### src/verilog/wdt_pkg.sv
// Package: constants and carrier types for the watchdog unit
package wdt_pkg;
  localparam int unsigned CNT_W          = 10;
  localparam int unsigned OSC_FREQ_HZ    = 32768;
  localparam int unsigned TICK_FREQ_HZ   = 256;
  localparam int unsigned TIMEOUT_PERIODS = 131072;
  localparam int unsigned TIMEOUT_TICKS  = TIMEOUT_PERIODS / (OSC_FREQ_HZ / TICK_FREQ_HZ);
  localparam logic [3:0]  RUN_STOP_CODE  = 4'hA;
  localparam logic        MODE_NMI       = 1'h0;
  localparam logic        MODE_RESET     = 1'h1;
  localparam int unsigned CTL_CLR_BIT    = 4;
  localparam int unsigned CTL_RUN_LSB    = 0;
  localparam int unsigned ST_MODE_BIT    = 1;
  localparam int unsigned ST_FLAG_BIT    = 0;
  localparam logic [7:0]  RD_ZERO        = 8'h00;

  typedef struct packed {
    logic       counter_clear_bit;
    logic [3:0] run_stop_code;
  } watchdog_control_reg_wr_t;

  typedef struct packed {
    logic nmi;
    logic rst;
  } wdt_event_t;
endpackage

### src/verilog/wdt_watchdog_unit.sv
// Watchdog unit: 10-bit tick counter raising an NMI or reset pulse on overflow
`timescale 1ns/1ns
module wdt_watchdog_unit #(
  parameter int unsigned CNT_W = wdt_pkg::CNT_W
) (
  input  wire logic               i_clk,
  input  wire logic               i_rst_b,
  input  wire logic               i_regulated_256hz_clock,
  input  wire logic               i_sleep,
  input  wire logic               i_ctl_wr,
  input  wire wdt_pkg::watchdog_control_reg_wr_t i_ctl_wdata,
  input  wire logic               i_st_wr,
  input  wire logic               i_st_mode_wdata,
  output logic [7:0]              o_ctl_rdata,
  output logic [7:0]              o_st_rdata,
  output logic                    o_running,
  output logic [CNT_W-1:0]        o_count,
  output logic                    o_nmi,
  output logic                    o_cpu_reset
);

  // Overflow must land on the documented timeout; another width would stretch or cut it
  if (CNT_W < 2 || CNT_W > 16) begin : g_bad_width
    $error("CNT_W out of range");
  end
  if (CNT_W == wdt_pkg::CNT_W && (32'h1 << CNT_W) != wdt_pkg::TIMEOUT_TICKS) begin : g_bad_period
    $error("CNT_W does not match the timeout");
  end

  // Two-stage synchroniser; only stage two and later feed the edge detector
  logic sync1_r, sync2_r, sync3_r;
  logic sync1_nxt, sync2_nxt, sync3_nxt;
  always_comb begin
    sync1_nxt = i_regulated_256hz_clock;
    sync2_nxt = sync1_r;
    sync3_nxt = sync2_r;
  end
  always_ff @(posedge i_clk or negedge i_rst_b) begin
    if (!i_rst_b) begin
      sync1_r <= 1'b0;
      sync2_r <= 1'b0;
      sync3_r <= 1'b0;
    end else begin
      sync1_r <= sync1_nxt;
      sync2_r <= sync2_nxt;
      sync3_r <= sync3_nxt;
    end
  end

  logic tick;
  logic run;
  logic clr;
  logic ovf;
  // Rising edge of the 256 Hz clock, gated in sleep; halt does not gate it
  assign tick = sync2_r && !sync3_r && !i_sleep;
  assign clr  = i_ctl_wr && i_ctl_wdata.counter_clear_bit;

  logic [3:0]       code_r, code_nxt;
  logic             mode_r, mode_nxt;
  logic             flag_r, flag_nxt;
  logic [CNT_W-1:0] cnt_r, cnt_nxt;
  logic             nmi_r, nmi_nxt;
  logic             rst_r, rst_nxt;

  assign run = (code_r != wdt_pkg::RUN_STOP_CODE);
  // Overflow is the wrap from all ones; the count wraps to zero and keeps going
  assign ovf = run && tick && (cnt_r == {CNT_W{1'b1}});

  always_comb begin
    code_nxt = code_r;
    mode_nxt = mode_r;
    flag_nxt = flag_r;
    cnt_nxt  = cnt_r;
    if (i_ctl_wr) begin
      code_nxt = i_ctl_wdata.run_stop_code;
    end
    if (i_st_wr) begin
      mode_nxt = i_st_mode_wdata;
    end
    // Clear beats a tick so the new period is a full one
    if (clr) begin
      cnt_nxt = '0;
    end else if (run && tick) begin
      cnt_nxt = cnt_r + 1'b1;
    end
    // Set beats clear: an overflow landing on a clear is not lost
    if (ovf) begin
      flag_nxt = 1'b1;
    end else if (clr) begin
      flag_nxt = 1'b0;
    end
    nmi_nxt = ovf && (mode_r == wdt_pkg::MODE_NMI);
    rst_nxt = ovf && (mode_r == wdt_pkg::MODE_RESET);
  end

  always_ff @(posedge i_clk or negedge i_rst_b) begin
    if (!i_rst_b) begin
      code_r <= wdt_pkg::RUN_STOP_CODE;
      mode_r <= wdt_pkg::MODE_NMI;
      flag_r <= 1'b0;
      cnt_r  <= '0;
      nmi_r  <= 1'b0;
      rst_r  <= 1'b0;
    end else begin
      code_r <= code_nxt;
      mode_r <= mode_nxt;
      flag_r <= flag_nxt;
      cnt_r  <= cnt_nxt;
      nmi_r  <= nmi_nxt;
      rst_r  <= rst_nxt;
    end
  end

  // Clear bit is write-only, so bit 4 always reads 0
  always_comb begin
    o_ctl_rdata = wdt_pkg::RD_ZERO;
    o_ctl_rdata[wdt_pkg::CTL_RUN_LSB +: 4] = code_r;
    o_st_rdata  = wdt_pkg::RD_ZERO;
    o_st_rdata[wdt_pkg::ST_MODE_BIT] = mode_r;
    o_st_rdata[wdt_pkg::ST_FLAG_BIT] = flag_r;
  end

  assign o_running   = run;
  assign o_count     = cnt_r;
  assign o_nmi       = nmi_r;
  assign o_cpu_reset = rst_r;
endmodule // wdt_watchdog_unit

### config.mk
export PLATFORM = sky130hd
export DESIGN_NAME = wdt_watchdog_unit
export DESIGN_NICKNAME = d
export VERILOG_FILES = /design/src/verilog/wdt_pkg.sv /design/src/verilog/wdt_watchdog_unit.sv
export SDC_FILE = /design/constraint.sdc
export NUM_CORES = 1
export LEC_CHECK = 0
export BUFFER_PORTS_ARGS = -buffer_cell sky130_fd_sc_hd__buf_2
export CAP_MARGIN = 20
export CORE_MARGIN = 2
export CORE_UTILIZATION = 42
export CTS_CLUSTER_DIAMETER = 30
export CTS_CLUSTER_SIZE = 16
export DETAILED_ROUTE_END_ITERATION = 10
export PLACE_DENSITY = 0.8
export SLEW_MARGIN = 20
export SYNTH_ARGS = -nofsm -noshare
export SYNTH_HDL_FRONTEND = slang
export SYNTH_SLANG_ARGS = --single-unit
export TNS_END_PERCENT = 1
### constraint.sdc
create_clock -name i_clk -period 1.8 [get_ports i_clk]
set_input_delay 0.09 -clock i_clk [delete_from_list [all_inputs] [get_ports i_clk]]
set_output_delay 0.09 -clock i_clk [all_outputs]
set_load 0.05 [all_outputs]
==> qor.txt <==
I/O pin count: 41
Post-route DRC: 0
Total GRT Usage: 0.1394
Synthesized area per cell: 10.97 µm²
Placed cell count: 145
Clock-pin slew on the worst setup and hold paths: 0.12 ns
Power density over the cells: 791.8 nW/µm²
Row cnt: 17
Hpwl dp: 1417 µm
Via density per instance: 4.927
Final setup fails: 0
GR Overflow Total: 0
Total number of vias: 744
Switching Fraction: 0.3282
Fin nets: 137
Finished Layout Cells: 151
Most frequent cells in the layout: buf_2, dfrtp_1, conb_1, nor2_1, xnor2_1
Routed WL: 1797 µm
CP endpoint kind: flop
Critical path's top delay family: simple AND/OR/NAND/NOR gates
Mapped Cells: 91
Crit path buf inv count: 1
Outcome: finished, final reports clean
P_int: 632.4 µW
Port bufs: 30
Critical Path Source Type: flop
Gp weighted congestion: 0.7994
Period utilisation layout: 0.9888
Seq/Total Area, Yosys: 0.5288
Maximum root-to-sink buffer count: 2
Die Ht: 52.76 µm
Worst path cell trace: nor4bb_1 -> buf_4 -> or4_4 -> or3_1 -> a21oi_1
First-pass GRT wire length: 2801 µm
Sequential share of power: 0.548
DRT Pass-1 Iters: 4
Tightest Hold Check Type: primary input to flop
Routed wire length per instance: 11.90 µm
Top cells by area, synth: dfrtp_1, buf_4, mux2_2
RSZ-0062 raised after global routing: yes
Clk pwr share: 0.238
Initial antenna violation count: 0
Synth area leader: dfrtp_1
Fmax: 561.8 MHz
Hold Violations, Final: 0
Total leakage power: 0.5735 nW
Synth Area in XOR/XNOR: 0.06140
Most common cell after layout, fill and taps aside: buf_2
Complex-gate fraction of the synthesized area: 0.03759
Simple-gate share of the synthesized area: 0.1830
Vias in the first global route: 706
Clock Latency Late Sink: 0.30 ns
Largest family of logic cells by synthesized area: simple AND/OR/NAND/NOR gates
CP max FO: 10
Clock Sinks: 21
CP arrival: 2.00 ns
Post-synthesis mux area share: 0.05639
Seq cells post-synth: 21
Slew Limit Fails: 0
Crit path max-delay cell type: or4_4
Worst setup path category: flop to flop
Peak supply drop: 0.0005168 V
Layout Skew: 0.01116 ns
Yosys cell types: 29
Yosys top cell area share: 0.4762
Total Power: 941.2 µW
Share of layout cells above drive strength 1: 0.4146
Core area: 2233 µm²
Synth-to-Final Area Change: 19.05%
Largest net degree at the start of global routing: 22
Post-layout min period: 1.780 ns
Worst path max stage delay: 0.56 ns
Initial core utilization: 0.4471
NetSw: 308.9 µW
Gate power share: 0.215
CTS Buf Count: 3
Synth Area in Adders: 0.01253
TritonCTS clock tree: built
Warnings, synthesis: 0
Worst path required time: 2.02 ns
Initial DRC count: 15
Die width: 52.76 µm
ANT nets after route: 0
Die area: 2783 µm²
Setup bufs post-CTS: 0
MaxCap Viol Count: 0
# diodes: 0
Number of H-tree levels: 1
Root Driver: clkbuf_4
Post-Synthesis Cell Area: 998.5 µm²
[worst reg2reg max path, stage by stage, from the launching register on]
cell,delay (ns)
dfstp_2,0.39
nor4bb_1,0.12
buf_4,0.16
or4_4,0.56
or3_1,0.33
a21oi_1,0.14
[registers in the layout, summed over array words and instances, names as in the netlist]
| register | flops |
|---|---|
| code_r | 4 |
| flag_r | 1 |
| mode_r | 1 |
| o_count | 10 |
| o_cpu_reset | 1 |
| o_nmi | 1 |
| sync1_r | 1 |
| sync2_r | 1 |
| sync3_r | 1 |
[metrics by stage]
step / hold WS [ns] / setup slack [ns] / TNS (ns) / area (µm²) / utilization
CTS: 0.009651 / 0.003960 / 0 / 1175 / 0.5261
global placement: 0.05767 / 0.08900 / 0 / 1129 / 0.5053
floorplan: -0.2056 / -0.07255 / -0.1451 / 1037 / -
finish: 0.02022 / 0.02011 / 0 / 1189 / 0.5322
detailed placement: 0.06653 / 0.02030 / 0 / 1129 / 0.5053
global route: 0.01392 / -0.02405 / -0.04686 / 1189 / 0.5322
[layout make-up]
cell class              count  area (µm²)
fillers                   218        1045
flip-flops and latches     21       533.0
multi-input cells          62       401.6
repair buffers             34       185.2
well taps                  28       35.03
clock buffers               4       26.28
inverters                   2       7.507
[timing repair]
action	in CTS	in global routing
endpoints found under the setup margin	0	3
hold buffers	2	0
endpoints found under the hold margin	20	0
resized for setup	0	3
[power groups by stage]
stage	clock, mW	sequential [mW]	combinational (mW)
after floorplan	0	0.578	0.115
after global placement	0	0.522	0.196
after detailed placement	0	0.525	0.199
after CTS	0.230	0.515	0.203
after global routing	0.246	0.519	0.214
final	0.224	0.515	0.202
[layer usage]
layer	vias up	wire length, µm	share of wire	global-route usage
met5	-	0	0	0
met4	0	18	0.010	0.06838
met3	4	125	0.070	0.01714
met2	36	927	0.52	0.2479
met1	353	725	0.40	0.1636
li1	351	-	-	-
[cell families after synthesis]
logic type / Yosys count
and+or+nand+nor: 32
DFF: 21
buffers and inverters: 17
AOI/OAI and AO/OA: 7
xor gates and xnor gates: 7
muxes: 5
adders and majority gates: 1
other: 1
[cell usage after synthesis, drive strengths merged]
| cell | number |
|---|---|
| dfrtp | 19 |
| dfstp | 2 |
| or4 | 1 |
| nor2 | 8 |
| nor3b | 1 |
| o21ai | 3 |
| nand3 | 3 |
| nor4b | 2 |
| nand4 | 2 |
| xor2 | 1 |
| nor4bb | 1 |
| xnor2 | 6 |
| nor3 | 2 |
| mux2 | 5 |
| clkbuf | 1 |
| conb | 1 |
| nor4 | 2 |
| inv | 2 |
| or3b | 1 |
| and2 | 2 |
| a21o | 1 |
| or3 | 3 |
| a21oi | 3 |
| nand2 | 4 |
| buf | 14 |
| ha | 1 |
[final timing paths]
path	start	end	slack [ns]	cells after the start
hold / removal	i_ctl_wdata[3]	code_r[3]	0.02	2
max in group asynchronous	i_rst_b	code_r[3]	1.20	2
min in group asynchronous	i_rst_b	o_count[0]	0.25	2
setup / recovery	code_r[1]	o_count[9]	0.02	5
setup reg to reg	code_r[1]	o_count[9]	0.02	5
hold reg to reg	sync1_r	sync2_r	0.36	0
(Power assumes the default switching activity.)
